**src/rtl/antenna_level_map.vh**
```
// Register map, field layout and reset values of the antenna driver level registers
`ifndef ANTENNA_LEVEL_MAP_VH
`define ANTENNA_LEVEL_MAP_VH

`define ADDR_W              8
`define DATA_W              8
`define SEG_N               8
`define MV_W                10

`define ADDR_AM_DEPTH_CTRL  8'h24
`define ADDR_MOD_DEPTH_RES  8'h25
`define ADDR_MOD_SEG_MASK   8'h26
`define ADDR_NORM_SEG_MASK  8'h27
`define ADDR_FIELD_THRESH   8'h29

`define RST_AM_DEPTH_CTRL   8'h00
`define RST_MOD_DEPTH_RES   8'h00
`define RST_MOD_SEG_MASK    8'h00
`define RST_NORM_SEG_MASK   8'h00
`define RST_FIELD_THRESH    8'h33
`define CAL_FAIL_PATTERN    8'hff
`define TRISTATE_PATTERN    8'hff
`define READ_IDLE           8'h00

`define AM_SRC_BIT          7
`define DEPTH_CODE_MSB      6
`define DEPTH_CODE_LSB      1
`define PEER_MSB            6
`define PEER_LSB            4
`define COLL_MSB            3
`define COLL_LSB            0
`define THRESH_USED_MASK    8'h7f
`define AM_CTRL_USED_MASK   8'hfe

`define MV_75               10'h04b
`define MV_105              10'h069
`define MV_150              10'h096
`define MV_205              10'h0cd
`define MV_290              10'h122
`define MV_400              10'h190
`define MV_560              10'h230
`define MV_800              10'h320
`define MV_25               10'h019
`define MV_33               10'h021
`define MV_47               10'h02f
`define MV_64               10'h040
`define MV_90               10'h05a
`define MV_125              10'h07d
`define MV_175              10'h0af
`define MV_250              10'h0fa

`endif

```
**src/rtl/antenna_driver_level_regs.v**
```verilog
// Antenna driver level, modulation depth result and field detector threshold registers
//
// Contract
// RQ1: Read-only depth result shows disabled modulated segments
// RQ2: Failed calibration loads result with all ones
// RQ3: Result clears at reset and set-default
// RQ4: Source bit one: mask disables modulated segments
// RQ5: Source bit selects calibrated or written level
// RQ6: Bit 7 is 2 ohm, bit 0 256 ohm
// RQ7: Normal mask disables segments when unmodulated
// RQ8: Normal mask all ones tristates drivers
// RQ9: Bits 6..4 select peer detection threshold
// RQ10: Bits 3..0 select collision avoidance threshold
// RQ11: Reset masks zero, thresholds peer 011 collision 0011
// RQ12: Stored values drive static control outputs
`timescale 1ns/100ps
`include "antenna_level_map.vh"
module antenna_driver_level_regs (
    input  wire                 core_clk,
    input  wire                 sys_rst,
    input  wire                 set_default,
    input  wire [`ADDR_W-1:0]   reg_addr,
    input  wire [`DATA_W-1:0]   reg_wdata,
    input  wire                 reg_wr,
    input  wire                 reg_rd,
    output wire [`DATA_W-1:0]   reg_rdata,
    input  wire                 cal_done,
    input  wire                 cal_fail,
    input  wire [`SEG_N-1:0]    cal_seg_pattern,
    input  wire                 tx_modulated,
    output wire [`SEG_N-1:0]    seg_disable,
    output wire                 driver_tristate,
    output wire                 am_level_source_sel,
    output wire [5:0]           calibrated_depth_code,
    output wire [`SEG_N-1:0]    modulated_seg_disable,
    output wire [`SEG_N-1:0]    normal_seg_disable,
    output wire [2:0]           peer_thresh_code,
    output wire [3:0]           collision_thresh_code,
    output wire [`MV_W-1:0]     peer_thresh_mv,
    output wire [`MV_W-1:0]     collision_thresh_mv
);
    reg  [`DATA_W-1:0] am_ctrl_q;
    reg  [`DATA_W-1:0] am_ctrl_d;
    reg  [`DATA_W-1:0] depth_res_q;
    reg  [`DATA_W-1:0] depth_res_d;
    reg  [`DATA_W-1:0] mod_mask_q;
    reg  [`DATA_W-1:0] mod_mask_d;
    reg  [`DATA_W-1:0] norm_mask_q;
    reg  [`DATA_W-1:0] norm_mask_d;
    reg  [`DATA_W-1:0] thresh_q;
    reg  [`DATA_W-1:0] thresh_d;
    reg  [`DATA_W-1:0] rdata_q;
    reg  [`DATA_W-1:0] rdata_d;
    reg  [`SEG_N-1:0]  mod_active_q;
    reg  [`SEG_N-1:0]  mod_active_d;
    reg                tristate_q;
    reg                tx_mod_q;
    wire               wr_am_ctrl;
    wire               wr_mod_mask;
    wire               wr_norm_mask;
    wire               wr_thresh;

    assign wr_am_ctrl   = reg_wr && (reg_addr == `ADDR_AM_DEPTH_CTRL);
    assign wr_mod_mask  = reg_wr && (reg_addr == `ADDR_MOD_SEG_MASK);
    assign wr_norm_mask = reg_wr && (reg_addr == `ADDR_NORM_SEG_MASK);
    assign wr_thresh    = reg_wr && (reg_addr == `ADDR_FIELD_THRESH);

    // Writable registers; set-default overrides a write in the same cycle
    always @* begin
        am_ctrl_d   = am_ctrl_q;
        mod_mask_d  = mod_mask_q;
        norm_mask_d = norm_mask_q;
        thresh_d    = thresh_q;
        if (set_default) begin
            // RQ11: default masks, thresholds
            am_ctrl_d   = `RST_AM_DEPTH_CTRL;
            mod_mask_d  = `RST_MOD_SEG_MASK;
            norm_mask_d = `RST_NORM_SEG_MASK;
            thresh_d    = `RST_FIELD_THRESH;
        end else begin
            if (wr_am_ctrl) begin
                am_ctrl_d = reg_wdata & `AM_CTRL_USED_MASK;
            end
            // RQ6: bit order kept
            if (wr_mod_mask) begin
                mod_mask_d = reg_wdata;
            end
            if (wr_norm_mask) begin
                norm_mask_d = reg_wdata;
            end
            // RQ11: bit 7 unused
            if (wr_thresh) begin
                thresh_d = reg_wdata & `THRESH_USED_MASK;
            end
        end
    end

    // Calibration result; software cannot write it
    always @* begin
        depth_res_d = depth_res_q;
        if (set_default) begin
            // RQ3: cleared by command
            depth_res_d = `RST_MOD_DEPTH_RES;
        end else if (cal_done) begin
            // RQ2: failure gives all ones
            depth_res_d = cal_fail ? `CAL_FAIL_PATTERN : cal_seg_pattern;
        end
    end

    // Pattern applied in the modulated state
    always @* begin
        // RQ5: source select
        if (am_ctrl_q[`AM_SRC_BIT]) begin
            // RQ4: written mask used
            mod_active_d = mod_mask_q;
        end else begin
            // RQ1: calibrated segments disabled
            mod_active_d = depth_res_q;
        end
    end

    // Read mux; unmapped addresses read zero, data only in the following cycle
    always @* begin
        rdata_d = `READ_IDLE;
        if (reg_rd) begin
            case (reg_addr)
                `ADDR_AM_DEPTH_CTRL: rdata_d = am_ctrl_q;
                // RQ1: result readable
                `ADDR_MOD_DEPTH_RES: rdata_d = depth_res_q;
                `ADDR_MOD_SEG_MASK:  rdata_d = mod_mask_q;
                `ADDR_NORM_SEG_MASK: rdata_d = norm_mask_q;
                `ADDR_FIELD_THRESH:  rdata_d = thresh_q;
                default:             rdata_d = `READ_IDLE;
            endcase
        end
    end

    always @(posedge core_clk) begin
        if (sys_rst) begin
            // RQ3: power-up clear
            depth_res_q  <= `RST_MOD_DEPTH_RES;
            // RQ11: power-up defaults
            am_ctrl_q    <= `RST_AM_DEPTH_CTRL;
            mod_mask_q   <= `RST_MOD_SEG_MASK;
            norm_mask_q  <= `RST_NORM_SEG_MASK;
            thresh_q     <= `RST_FIELD_THRESH;
            rdata_q      <= `READ_IDLE;
            mod_active_q <= `RST_MOD_SEG_MASK;
            tristate_q   <= 1'b0;
            tx_mod_q     <= 1'b0;
        end else begin
            depth_res_q  <= depth_res_d;
            am_ctrl_q    <= am_ctrl_d;
            mod_mask_q   <= mod_mask_d;
            norm_mask_q  <= norm_mask_d;
            thresh_q     <= thresh_d;
            rdata_q      <= rdata_d;
            mod_active_q <= mod_active_d;
            // RQ8: all ones tristates
            tristate_q   <= (norm_mask_q == `TRISTATE_PATTERN);
            // Delayed so state and selected pattern reach the mux together
            tx_mod_q     <= tx_modulated;
        end
    end

    // RQ7: normal pattern when unmodulated
    segment_drive u_segment_drive (
        .core_clk     (core_clk),
        .sys_rst      (sys_rst),
        .mod_pattern  (mod_active_q),
        .norm_pattern (norm_mask_q),
        .tx_modulated (tx_mod_q),
        .seg_disable  (seg_disable)
    );

    threshold_decode u_threshold_decode (
        .core_clk  (core_clk),
        .sys_rst   (sys_rst),
        .peer_code (thresh_q[`PEER_MSB:`PEER_LSB]),
        .coll_code (thresh_q[`COLL_MSB:`COLL_LSB]),
        .peer_mv   (peer_thresh_mv),
        .coll_mv   (collision_thresh_mv)
    );

    // RQ12: static control outputs
    assign reg_rdata             = rdata_q;
    assign driver_tristate       = tristate_q;
    assign am_level_source_sel   = am_ctrl_q[`AM_SRC_BIT];
    assign calibrated_depth_code = am_ctrl_q[`DEPTH_CODE_MSB:`DEPTH_CODE_LSB];
    assign modulated_seg_disable = mod_mask_q;
    assign normal_seg_disable    = norm_mask_q;
    // RQ9: peer code out
    assign peer_thresh_code      = thresh_q[`PEER_MSB:`PEER_LSB];
    // RQ10: collision code out
    assign collision_thresh_code = thresh_q[`COLL_MSB:`COLL_LSB];
endmodule // antenna_driver_level_regs

```
**src/rtl/segment_drive.v**
```verilog
// Per-segment disable pattern for the eight binary weighted driver segments
`timescale 1ns/100ps
`include "antenna_level_map.vh"
module segment_drive (
    input  wire                 core_clk,
    input  wire                 sys_rst,
    input  wire [`SEG_N-1:0]    mod_pattern,
    input  wire [`SEG_N-1:0]    norm_pattern,
    input  wire                 tx_modulated,
    output wire [`SEG_N-1:0]    seg_disable
);
    reg  [`SEG_N-1:0] seg_disable_q;
    genvar i;
    // Bit 7 is the strongest (lowest ohm) segment; reset leaves all enabled
    generate
        for (i = 0; i < `SEG_N; i = i + 1) begin : g_seg
            always @(posedge core_clk) begin
                if (sys_rst) begin
                    seg_disable_q[i] <= 1'b0;
                end else begin
                    seg_disable_q[i] <= tx_modulated ? mod_pattern[i] : norm_pattern[i];
                end
            end
        end
    endgenerate
    assign seg_disable = seg_disable_q;
endmodule // segment_drive

```
**src/rtl/threshold_decode.v**
```verilog
// Nominal millivolt figures of the field detector threshold codes
`timescale 1ns/100ps
`include "antenna_level_map.vh"
module threshold_decode (
    input  wire                 core_clk,
    input  wire                 sys_rst,
    input  wire [2:0]           peer_code,
    input  wire [3:0]           coll_code,
    output wire [`MV_W-1:0]     peer_mv,
    output wire [`MV_W-1:0]     coll_mv
);
    reg  [`MV_W-1:0] peer_mv_q;
    reg  [`MV_W-1:0] coll_mv_q;

    function [`MV_W-1:0] high_range;
        input [2:0] code;
        begin
            case (code)
                3'h0:    high_range = `MV_75;
                3'h1:    high_range = `MV_105;
                3'h2:    high_range = `MV_150;
                3'h3:    high_range = `MV_205;
                3'h4:    high_range = `MV_290;
                3'h5:    high_range = `MV_400;
                3'h6:    high_range = `MV_560;
                default: high_range = `MV_800;
            endcase
        end
    endfunction

    function [`MV_W-1:0] low_range;
        input [2:0] code;
        begin
            case (code)
                3'h0:    low_range = `MV_25;
                3'h1:    low_range = `MV_33;
                3'h2:    low_range = `MV_47;
                3'h3:    low_range = `MV_64;
                3'h4:    low_range = `MV_90;
                3'h5:    low_range = `MV_125;
                3'h6:    low_range = `MV_175;
                default: low_range = `MV_250;
            endcase
        end
    endfunction

    always @(posedge core_clk) begin
        if (sys_rst) begin
            peer_mv_q <= `MV_205;
            coll_mv_q <= `MV_205;
        end else begin
            // RQ9: peer 75..800 mV
            peer_mv_q <= high_range(peer_code);
            // RQ10: two collision ranges
            coll_mv_q <= coll_code[3] ? low_range(coll_code[2:0]) : high_range(coll_code[2:0]);
        end
    end

    assign peer_mv = peer_mv_q;
    assign coll_mv = coll_mv_q;
endmodule // threshold_decode

```
**config.mk**
```make
export PLATFORM = sky130hd
export DESIGN_NAME = antenna_driver_level_regs
export DESIGN_NICKNAME = d
export VERILOG_FILES = /design/src/rtl/antenna_driver_level_regs.v /design/src/rtl/segment_drive.v /design/src/rtl/threshold_decode.v
export VERILOG_INCLUDE_DIRS = /design/src /design/src/rtl
export SDC_FILE = /design/constraint.sdc
export NUM_CORES = 1
export LEC_CHECK = 0
export BUFFER_PORTS_ARGS = -buffer_cell sky130_fd_sc_hd__buf_2
export CAP_MARGIN = 20
export CORE_ASPECT_RATIO = 1.2
export CORE_MARGIN = 2
export CORE_UTILIZATION = 50
export CTS_BUF_LIST = sky130_fd_sc_hd__clkbuf_8
export DETAILED_ROUTE_END_ITERATION = 6
export GPL_TIMING_DRIVEN = 0
export PLACE_DENSITY = 0.75
export SLEW_MARGIN = 25
export SYNTH_ARGS = -nofsm -noshare
export SYNTH_HDL_FRONTEND = slang
export SYNTH_SLANG_ARGS = --single-unit
```
**constraint.sdc**
```tcl
create_clock -name core_clk -period 2.1 [get_ports core_clk]
set_input_delay 0.42 -clock core_clk [delete_from_list [all_inputs] [get_ports core_clk]]
set_output_delay 0.42 -clock core_clk [all_outputs]
set_load 0.05 [all_outputs]
```
==> Word level (Yosys, flattened, before mapping) <==
Index checks and enable logic that the tools add are counted.
Widths: inputs -> output; s select.
{ "op_classes": {"n_addsub": 0, "mul": 0, "n_div": 0, "order_cmp": 0, "n_eq_ne": 18, "shift": 0, "muxes": 15, "n_bitwise": 1, "n_reduce_logical": 8} }
{ "op_table": {"columns": ["operator", "n"], "rows": [
  ["$pmux 10 s7", 2],
  ["$pmux 8 s7", 1],
  ["$eq 8x6->1 const B", 5],
  ["$pmux 8 s5", 1],
  ["$eq 3x3->1 const B", 6],
  ["$mux 8", 2],
  ["$eq 3x2->1 const B", 4],
  ["$mux 10", 1],
  ["$eq 8x8->1 const B", 1],
  ["$mux 1", 8],
  ["$eq 3x1->1 const B", 2],
  ["$logic_not 3->1", 2],
  ["$logic_and 1x1->1", 4],
  ["$reduce_or 2->1", 2],
  ["$not 1->1", 1]
]} }
{ "totals": {"regBits": 84, "latch_bits": 0, "ram_bits": 0, "mem_bits_ro": 0, "inputBits": 32, "output_inout_bits": 67, "elab_cells": 61, "mem_count": 0} }

==> Longest topological paths before layout <==
Gate-level depths: netlist of run 1.
{ "depth": {"depth_word": 3, "mapped_depth": 6, "mapped_depth_nobuf": 4} }

==> By module <==
From an unflattened synthesis of run 1, not the netlist that was laid out.
{ "hier_totals": {"cells_unflattened": 350, "hier_area_um2": 3231.8} }
{ "by_module_without_submodules": {"columns": ["module", "n_inst", "cells_per_inst", "area_per_inst_um2", "seq_area_each_um2"], "rows": [
  ["antenna_driver_level_regs", 1, 252, 2249.7, 1121.1],
  ["threshold_decode", 1, 72, 696.9, 360.3],
  ["segment_drive", 1, 26, 285.3, 160.2]
]} }

==> Worst setup path before layout of run 1 <==
Ideal clock, no wire load.
{ "synth_timing": {"path_kind": "input to register", "from": "input port reg_addr[4]", "to": "register mod_mask_q[6], in the netlist modulated_seg_disable[6]", "setup_time_ns": 0.074, "t_arrival_ns": 1.669, "t_required_ns": 2.026, "path_slack_ns": 0.357, "stages": 5, "path_buffers": 1, "cell_sequence": "or4b_4 > nor4_4 > buf_6 > nand3_1 > o21ai_0"} }
{ "synth_between": {"elab_chain_cells": 2} }
{ "synth_lines": {"columns": ["item", "line", "source"], "rows": [
  ["start: declaration", "antenna_driver_level_regs.v:22", "input wire [`ADDR_W-1:0] reg_addr,"],
  ["$eq 8x6->1", null, null],
  ["$logic_and 1x1->1", "antenna_driver_level_regs.v:64", "assign wr_mod_mask = reg_wr && (reg_addr == `ADDR_MOD_SEG_MASK);"],
  ["end signal: assignment", "antenna_driver_level_regs.v:144", "mod_mask_q <= `RST_MOD_SEG_MASK;"],
  ["end signal: assignment", "antenna_driver_level_regs.v:154", "mod_mask_q <= mod_mask_d;"],
  ["end: declaration", "antenna_driver_level_regs.v:46", "reg [`DATA_W-1:0] mod_mask_q;"]
]} }
No other way between the ends.
A chain may end at the register's enable or synchronous reset.

==> Worst setup path in the final report of run 1 <==
{ "layout_timing": {"from": "input port reg_addr[4]", "to": "register thresh_q[6]"} }
{ "layout_between": {"elab_chain_cells": 2} }
{ "layout_lines": {"columns": ["item", "line", "source"], "rows": [
  ["$eq 8x6->1", null, null],
  ["$logic_and 1x1->1", "antenna_driver_level_regs.v:66", "assign wr_thresh = reg_wr && (reg_addr == `ADDR_FIELD_THRESH);"],
  ["end signal: assignment", "antenna_driver_level_regs.v:146", "thresh_q <= `RST_FIELD_THRESH;"],
  ["end signal: assignment", "antenna_driver_level_regs.v:156", "thresh_q <= thresh_d;"],
  ["end: declaration", "antenna_driver_level_regs.v:50", "reg [`DATA_W-1:0] thresh_q;"]
]} }
No other way between the ends.

==> impl_metrics.py, run 1 <==
metrics = {
    "critical_path": {
        "cp-start-kind": "input port",
        "reg2reg_to": "u_threshold_decode.coll_mv[4]",
        "end_kind": "flop",
        "crit_required_ns": 2.37,
        "path_cells": "buf_2 > nor4b_1 > and2_0 > buf_4 > nand3_1 > a21oi_1",
        "cp.arrival_ns": 2.02,
        "slowest_stage": "nor4b_1",
        "rrSetupSlack_ns": 0.60,
        "cpPeakStageDelay_ns": 0.70,
        "r2r_cells": 5,
        "cp_max_fo": 10,
        "reg2reg_from": "thresh_q[3]",
        "crit_type": "in2reg",
    },
    "worst_hold_path": {
        "worstHoldEndpoint": "tx_mod_q",
        "holdPathStages": 2,
        "hold_class": "in2reg",
        "holdCritStartpoint": "tx_modulated",
    },
    "clock_tree": {
        "post_cts_buffers": 0,
        "cts_num_sinks": 82,
        "ctsHoldBuffers": 0,
        "cts_root_buffer": "clkbuf_8",
        "ctsResizeCount": 0,
        "cts_buffers": 9,
        "clock_path_buffers": 2,
        "clkTransAtPathRegs_ns": 0.08,
        "clkLatencyLatePin_ns": 0.34,
        "cts_tree": "done",
        "h-tree-depth": 3,
    },
    "die": {
        "die_h_microns": 92.1,
        "io_pins": 99,
        "die-area_sq_mm": 0.00714,
        "rows": 32,
        "die_x_microns": 77.5,
        "initial_core_util_pct": 50.8,
        "core-area_sq_mm": 0.00637,
    },
    "timing": {
        "max_freq_mhz": 571,
        "fin_crit_sh_pct": 83.4,
        "hold_viol": 0,
        "min_period_ns": 1.75,
        "finalClockSkew_ns": 0.00645,
        "setup_viol": 0,
        "slew_headroom_pct": 47.4,
        "fin_setup_tns_ns": 0,
        "rsz0062_at_grt": "no",
        "tightest_slew_ns": 0.778,
        "slew_viol_final": 0,
    },
    "yosys": {
        "yosysWarnings": 0,
        "synth.distinct_cells": 44,
        "synth_async_sr_flop_share_pct": 0,
        "synth_top_area_cell": "dfxtp_1",
        "yosysMostFrequentCell": "dfxtp_1",
        "netlist.area_leader.share_pct": 50.7,
        "syn_nets": 388,
        "syn-cell-area_sq_mm": 0.00324,
        "synth_top_flop_cell": "dfxtp_1",
        "synth_common_cells": "82 x dfxtp_1, 41 x nand3_1, 38 x nand2_1, 38 x nor2_1, 32 x o21ai_0",
        "syn_area_per_cell_sq_um": 9.09,
        "postSynthCellCount": 356,
        "synth_edf_count": 0,
        "netlist_top_cells_area": "dfxtp_1 51%, mux2i_1 6.8%, nand3_1 6.3%, o21ai_0 4.9%, nand2_1 4.4%",
        "ys_seq_area_share_pct": 50.7,
        "synth-seq-cells": 82,
    },
    "global_route": {
        "grt_pass1_vias": 2680,
        "grt_max_degree": 14,
        "grt_remaining_overflow": 0,
        "grt_pass1_wl_mm": 13.5,
        "track_usage_pct": 24.8,
        "antenna_found_initial": 0,
    },
    "pwr": {
        "p_leak_nw": 1.69,
        "worst_ir_drop_vdd_v": 0.000433,
        "power.density_mw_per_mm2": 705,
    },
    "placement": {
        "dp_hpwl_mm": 6.63,
        "place_congestion": 0.959,
        "io_buffer_count": 94,
        "dp_cells": 535,
    },
    "layout": {
        "drive_above_1_share_pct": 27.0,
        "antenna_cells": 0,
        "area_growth_pct": 23.6,
        "fillerInstances": 558,
        "fin_cells": 551,
        "fin_nets": 493,
    },
    "drt": {
        "wl_mm": 8.63,
        "routedWlPerCell_microns": 15.7,
        "vias_per_cell": 5.35,
        "drc": 0,
        "final_antenna_net_count": 0,
        "vias": 2949,
        "dr.pass1.iters": 5,
        "drt_iter0_drc": 142,
    },
    "flow_run": {
        "cap_viol_max_count": 0,
    },
    "outcome": {
        "status": "finished clean",
    },
}
==> cell type report <==
cell class	count	area, sq um	share of cell area (%)
buffer	30	143	3.57
clock buffer	9	124	3.10
clock inverter	7	62.6	1.56
inverter	4	15.0	0.375
multi-input combinational	240	1440	35.9
sequential	82	1640	41.0
tap	85	106	2.66
timing repair buffer	94	470	11.8
==> kinds of logic after synthesis <==
group	count (synthesis)	synth area share, %
mux	25	8.54
simple gates	147	23.1
flops	82	50.7
buf+inv	34	4.87
compound gates	66	12.2
xor+xnor	2	0.541
==> critical path: cells and delay by family <==
family	cells	cell delay, ns
AOI/OAI and AO/OA	1	0.16
and+or+nand+nor	3	1.13
buffers and inverters	2	0.31
==> layer usage <==
metal  part of all wire [%]  track usage [%]
met1                     42             31.1
met2                     49             41.2
met3                    6.3             4.04
met4                    3.3             12.5
met5                      0                0
==> metrics by stage <==
step                      hold slack [ns]  utilization (%)  total power, W  instance area, sq um  worst slack (ns)
final                               0.297             62.8         0.00282                  4000             0.348
after global routing                0.288             62.8         0.00294                  4000             0.163
after CTS                           0.281             62.8         0.00284                  4000             0.376
after detailed placement            0.461             59.9         0.00177                  3810            0.0190
after global placement              0.458             59.9         0.00177                  3810            0.0121
after floorplan                     0.441                -         0.00171                  3240             0.357
==> sequential cells by signal, indices dropped and copies added (netlist names), 7 cells and up <==
signal / flops
depth_res_q: 8
mod_active_q: 8
thresh_q: 7
modulated_seg_disable: 8
normal_seg_disable: 8
u_threshold_decode.peer_mv: 8
am_ctrl_q: 7
reg_rdata: 8
u_segment_drive.seg_disable: 8
u_threshold_decode.coll_mv: 10
==> power breakdown <==
part           switching [W]  internal (W)  total (W)
Combinational       0.000107     0.0000574   0.000165
Clock               0.000541      0.000537    0.00108
Sequential        0.00000858       0.00157    0.00158
==> layout by cell type, fill, tap and decap left out, drive strengths merged, types with 5 or more instances in the layout <==
master / instances
a21oi: 7
a222oi: 5
buf: 105
clkbuf: 28
dfxtp: 82
inv: 6
mux2i: 22
nand2: 38
nand2b: 5
nand3: 41
nor2: 38
nor2b: 5
o21ai: 33
o22ai: 9
==> how the worst max path moves through the flow <==
stage	startpoint	to	slack (ns)	depth (start not counted)
2_1_floorplan	reg_addr[4]	modulated_seg_disable[6]	0.36	5
3_3_place_gp	reg_addr[4]	modulated_seg_disable[6]	0.01	6
3_5_place_dp	reg_addr[4]	modulated_seg_disable[6]	0.02	6
4_1_cts	reg_addr[4]	modulated_seg_disable[6]	0.38	6
5_1_grt	reg_addr[4]	thresh_q[6]	0.16	6
6_report	reg_addr[4]	thresh_q[6]	0.35	6
Power figures use the tool's default switching activity.
==> run 2: changes to the inputs <==
CORE_UTILIZATION = 48   (was 50)
clock period = 1.5 ns   (was 2.1 ns; I/O delays follow)
==> run 2 against run 1 <==
Effect of this change: clock skew increased by 0.0012 ns; core utilization increased by 0.75 points; sequential share of layout area decreased by 1.2 points; via count increased by 3.2%; non-clock buffer count increased by 6; global-route usage about the same; count of clock-buffer cells in the layout increased by 1; critical path type unchanged; largest cell class unchanged.
==> impl_metrics.py, run 2 (same netlist as run 1, synthesis figures left out) <==
metrics = {
    "layout": {
        "fin_nets": 499,
        "utilization_pct": 63.6,
        "final_common_cell": "buf_2",
        "drive_above_1_share_pct": 30.5,
        "area_growth_pct": 27.4,
        "largest_reg_flops": 10,
        "stdcell_area_sq_mm": 0.00412,
        "fin_cells": 557,
        "antenna_cells": 0,
        "final_cell_mix": "96 x buf_2, 81 x dfxtp_1, 38 x nor2_1, 38 x nand2_1, 37 x nand3_1",
    },
    "worst_hold_path": {
        "holdPathStages": 2,
        "worstHoldEndpoint": "tx_mod_q",
        "hold_class": "in2reg",
        "holdCritStartpoint": "tx_modulated",
    },
    "flow_run": {
        "cap_viol_max_count": 0,
    },
    "global_route": {
        "track_usage_pct": 24.8,
        "grt_remaining_overflow": 0,
        "grt_max_degree": 15,
        "grt_pass1_vias": 2756,
        "antenna_found_initial": 0,
        "grt_pass1_wl_mm": 13.8,
    },
    "placement": {
        "dpl_worst_slack_ns": -0.464,
        "place_congestion": 0.969,
        "dp_cells": 535,
        "io_buffer_count": 94,
        "dp_hpwl_mm": 6.81,
        "dpl_cell_area_sq_mm": 0.00384,
    },
    "drt": {
        "final_antenna_net_count": 0,
        "vias_per_cell": 5.46,
        "routedWlPerCell_microns": 16.2,
        "dr.pass1.iters": 6,
        "vias": 3042,
        "drc": 0,
        "drt_iter0_drc": 306,
        "wl_mm": 9.02,
    },
    "clock_tree": {
        "clkLatencyLatePin_ns": 0.35,
        "cts_tree": "done",
        "ctsHoldBuffers": 0,
        "clock_path_buffers": 2,
        "clkTransAtPathRegs_ns": 0.08,
        "cts_buffers": 9,
        "h-tree-depth": 3,
        "cts_root_buffer": "clkbuf_8",
        "cts_num_sinks": 82,
    },
    "pwr": {
        "switching_share_pct": 23.7,
        "internal_power_w": 0.00309,
        "pwr-share-seq_pct": 54.4,
        "power_switching_w": 0.000960,
        "power.density_mw_per_mm2": 983,
        "p_clk_share_pct": 39.8,
        "p_comb_share_pct": 5.8,
        "worst_ir_drop_vdd_v": 0.000706,
        "p_leak_nw": 1.75,
    },
    "timing": {
        "setup_viol": 0,
        "slew_viol_final": 0,
        "rsz0062_at_grt": "yes",
        "hold_viol": 0,
        "min_period_ns": 1.50,
        "finalClockSkew_ns": 0.00760,
        "fin_crit_sh_pct": 99.8,
        "setup_slack_ns": 0.00341,
        "max_freq_mhz": 668,
        "slew_headroom_pct": 63.6,
        "tightest_slew_ns": 0.545,
    },
    "critical_path": {
        "rrSetupSlack_ns": 0.09,
        "reg2reg_from": "thresh_q[3]",
        "crit_family": "simple AND/OR/NAND/NOR gates",
        "cp-start-kind": "input port",
        "cp.arrival_ns": 1.78,
        "crit_type": "in2reg",
        "r2r_cells": 5,
        "end_kind": "flop",
        "crit_required_ns": 1.78,
        "cpPeakStageDelay_ns": 0.60,
        "worstPathBufferInverterCount": 2,
        "path_cells": "buf_2 > or4b_4 > nor4_4 > buf_4 > nand3_2 > o21ai_1",
        "reg2reg_to": "u_threshold_decode.coll_mv[4]",
        "slowest_stage": "or4b_4",
        "cp_max_fo": 4,
    },
    "die": {
        "rows": 32,
        "core-area_sq_mm": 0.00649,
        "io_pins": 99,
        "die_h_microns": 94.0,
        "initial_core_util_pct": 49.9,
        "die-area_sq_mm": 0.00742,
        "die_x_microns": 79.0,
    },
    "outcome": {
        "status": "finished clean",
    },
}
==> run 2: per-layer routing <==
metal | track usage, % | vias to the layer above | part of all wire [%]
met5 | 0 | - | 0
li1 | - | 1468 | -
met4 | 10.8 | 0 | 3.1
met3 | 5.48 | 21 | 8.1
met1 | 30.4 | 1385 | 39
met2 | 41.7 | 168 | 50
==> run 2: final cells by class <==
class                   instances  area [sq um]
clock inverters                 6          66.3
flip-flops and latches         82          1640
well taps                      85           106
repair buffers                100           526
inverters                       4          15.0
fillers                       577          2360
plain buffers                  30           160
multi-input cells             240          1470
clock buffers                  10           138
==> run 2: how the worst max path moves through the flow <==
stage,from,to,slack [ns],depth (start not counted)
3_5_place_dp,reg_addr[4],modulated_seg_disable[6],-0.46,6
6_report,reg_addr[6],am_ctrl_q[3],0.003,6
5_1_grt,reg_addr[6],modulated_seg_disable[1],-0.02,7
3_3_place_gp,reg_addr[4],modulated_seg_disable[6],-0.46,6
4_1_cts,reg_addr[6],am_ctrl_q[1],0.0008,6
2_1_floorplan,reg_addr[4],modulated_seg_disable[6],-0.12,5
==> run 2: through the flow <==
step,hold WS [ns],power [W],TNS (ns)
CTS,0.154,0.00409,0
finish,0.165,0.00405,0
global placement,0.455,0.00248,-12.70
detailed placement,0.456,0.00249,-13.24
global route,0.147,0.00422,-0.0179
floorplan,0.428,0.00239,-1.68
==> run 2: repair_timing <==
| item | in CTS | in global routing |
|---|---|---|
| gates cloned | 0 | 1 |
| endpoints found under the setup margin | 18 | 13 |
| pin swaps | 4 | 1 |
| buffers inserted | 4 | 1 |
| resized for setup | 3 | 10 |
==> run 2: power by group through the flow <==
stage	sequential [W]	clock, W	combinational [W]
final	0.00221	0.00161	0.000234
after global routing	0.00221	0.00176	0.000255
after CTS	0.00221	0.00165	0.000233
after detailed placement	0.00226	0	0.000230
after global placement	0.00226	0	0.000226
after floorplan	0.00226	0	0.000129
==> run 3: changes to the inputs <==
GPL_TIMING_DRIVEN = unset   (was 0)
==> run 3 against run 2 <==
Effect of this change: clock skew increased by 0.0022 ns; combinational power about the same; die area unchanged; sequential share of layout area increased by 0.30 points; global-route usage decreased by 2.2 points; register-to-register slack improved by 0.17 ns; non-clock buffer count decreased by 14; sequential cell count unchanged; clock power decreased by 11%; maximum frequency increased by 3.2%; critical path depth decreased by 5.
==> impl_metrics.py, run 3 (same netlist as run 1, synthesis figures left out) <==
metrics = {
    "outcome": {
        "status": "finished clean",
    },
    "drt": {
        "vias": 2923,
        "routedWlPerCell_microns": 14.6,
        "wl_mm": 7.94,
        "dr.pass1.iters": 4,
        "drc": 0,
        "final_antenna_net_count": 0,
        "vias_per_cell": 5.38,
        "drt_iter0_drc": 183,
    },
    "timing": {
        "finalClockSkew_ns": 0.00984,
        "rsz0062_at_grt": "no",
        "max_freq_mhz": 689,
        "hold_viol": 0,
        "slew_viol_final": 0,
        "slew_headroom_pct": 70.3,
        "min_period_ns": 1.45,
        "timing.hold.ws_ns": 0.161,
        "setup_viol": 0,
        "tightest_slew_ns": 0.442,
        "fin_crit_sh_pct": 96.7,
        "setup_slack_ns": 0.0493,
    },
    "pwr": {
        "p_total_w": 0.00388,
        "worst_ir_drop_vdd_v": 0.000911,
        "power.density_mw_per_mm2": 947,
        "p_leak_nw": 1.73,
    },
    "die": {
        "core-area_sq_mm": 0.00649,
        "die_h_microns": 94.0,
        "initial_core_util_pct": 49.9,
        "rows": 32,
        "die_x_microns": 79.0,
        "io_pins": 99,
        "die-area_sq_mm": 0.00742,
    },
    "worst_hold_path": {
        "hold_class": "in2reg",
        "holdPathStages": 2,
        "worstHoldEndpoint": "tx_mod_q",
        "holdCritStartpoint": "tx_modulated",
    },
    "critical_path": {
        "cpPeakStageDelay_ns": 0.48,
        "slowest_stage": "dfxtp_1",
        "end_kind": "output port",
        "cp.depth": 1,
        "reg2reg_to": "reg_rdata[5]",
        "rrSetupSlack_ns": 0.26,
        "cp_max_fo": 6,
        "path_cells": "buf_2",
        "worstPathBufferInverterCount": 1,
        "crit_type": "reg2out",
        "cp.arrival_ns": 1.15,
        "crit_family": "flip-flops",
        "cp-start-kind": "flop",
        "reg2reg_from": "modulated_seg_disable[5]",
        "r2r_cells": 3,
        "crit_required_ns": 1.20,
    },
    "layout": {
        "stdcell_area_sq_mm": 0.00410,
        "utilization_pct": 63.2,
        "largest_reg_flops": 10,
        "antenna_cells": 0,
        "drive_above_1_share_pct": 32.1,
        "area_growth_pct": 26.6,
        "final_common_cell": "buf_2",
        "fin_nets": 485,
        "final_cell_mix": "95 x buf_2, 79 x dfxtp_1, 39 x nand3_1",
    },
    "placement": {
        "dp_hpwl_mm": 6.11,
        "io_buffer_count": 98,
        "dpl_cell_area_sq_mm": 0.00391,
        "place_congestion": 0.909,
        "dpl_worst_slack_ns": -0.247,
    },
    "global_route": {
        "grt_remaining_overflow": 0,
        "grt_pass1_vias": 2623,
        "antenna_found_initial": 0,
        "grt_max_degree": 51,
        "grt_pass1_wl_mm": 12.7,
        "track_usage_pct": 22.6,
    },
    "clock_tree": {
        "post_cts_buffers": 0,
        "cts_num_sinks": 82,
        "cts_tree": "done",
        "h-tree-depth": 3,
        "clkTransAtPathRegs_ns": 0.08,
        "cts_root_buffer": "clkbuf_8",
        "clkLatencyLatePin_ns": 0.35,
        "cts_buffers": 9,
        "ctsHoldBuffers": 0,
        "clock_path_buffers": 2,
    },
    "flow_run": {
        "cap_viol_max_count": 0,
    },
}
## run 3: cell types whose count changed in the layout (fill, tap and decap cells not counted), sizes merged
cell | previous run | this run
buf | 110 | 114
bufinv | 1 | 0
clkbuf | 30 | 12
clkinv | 1 | 0
clkinvlp | 2 | 4
## run 3: worst max-delay path by stage
stage / from / endpoint
final: am_ctrl_q[7] / am_level_source_sel
after CTS: thresh_q[1] / collision_thresh_code[1]
after floorplan: reg_addr[4] / modulated_seg_disable[6]
after global routing: thresh_q[6] / peer_thresh_code[2]
after global placement: reg_addr[4] / modulated_seg_disable[4]
after detailed placement: reg_addr[4] / modulated_seg_disable[7]
## run 3: timing repair
item | in CTS | in global routing
gates resized for setup | 2 | 3
setup endpoints to repair | 2 | 2
pin swaps | 0 | 0
## run 3: metal layers
layer / routed length [microns] / vias up / GRT usage (%)
met1: 3290 / 1332 / 27.5
met3: 634 / 24 / 6.35
met5: 0 / - / 0
li1: - / 1442 / -
met2: 3680 / 125 / 35.7
met4: 332 / 0 / 13.1
## run 3: final cells by class
class | instances | area [sq um]
Timing Repair Buffer | 116 | 696
Tap cell | 85 | 106
Sequential cell | 82 | 1650
Fill cell | 558 | 2390
Clock buffer | 10 | 138
Multi-Input combinational cell | 240 | 1460
Clock inverter | 6 | 42.5
Inverter | 4 | 15.0
## run 3: per-stage QoR
step | TNS [ns] | std cells
global placement | -3.61 | 527
global route | 0 | 543
finish | 0 | 543
CTS | 0 | 543
floorplan | -1.68 | 356
detailed placement | -4.39 | 527
## run 3: where the power goes
part / leakage (nW) / internal (W) / total, W / switching, W
clock network: 0.0823 / 0.000645 / 0.00144 / 0.000791
logic: 0.987 / 0.0000950 / 0.000232 / 0.000137
registers: 0.663 / 0.00219 / 0.00221 / 0.0000177
total: 1.73 / 0.00293 / 0.00388 / 0.000946
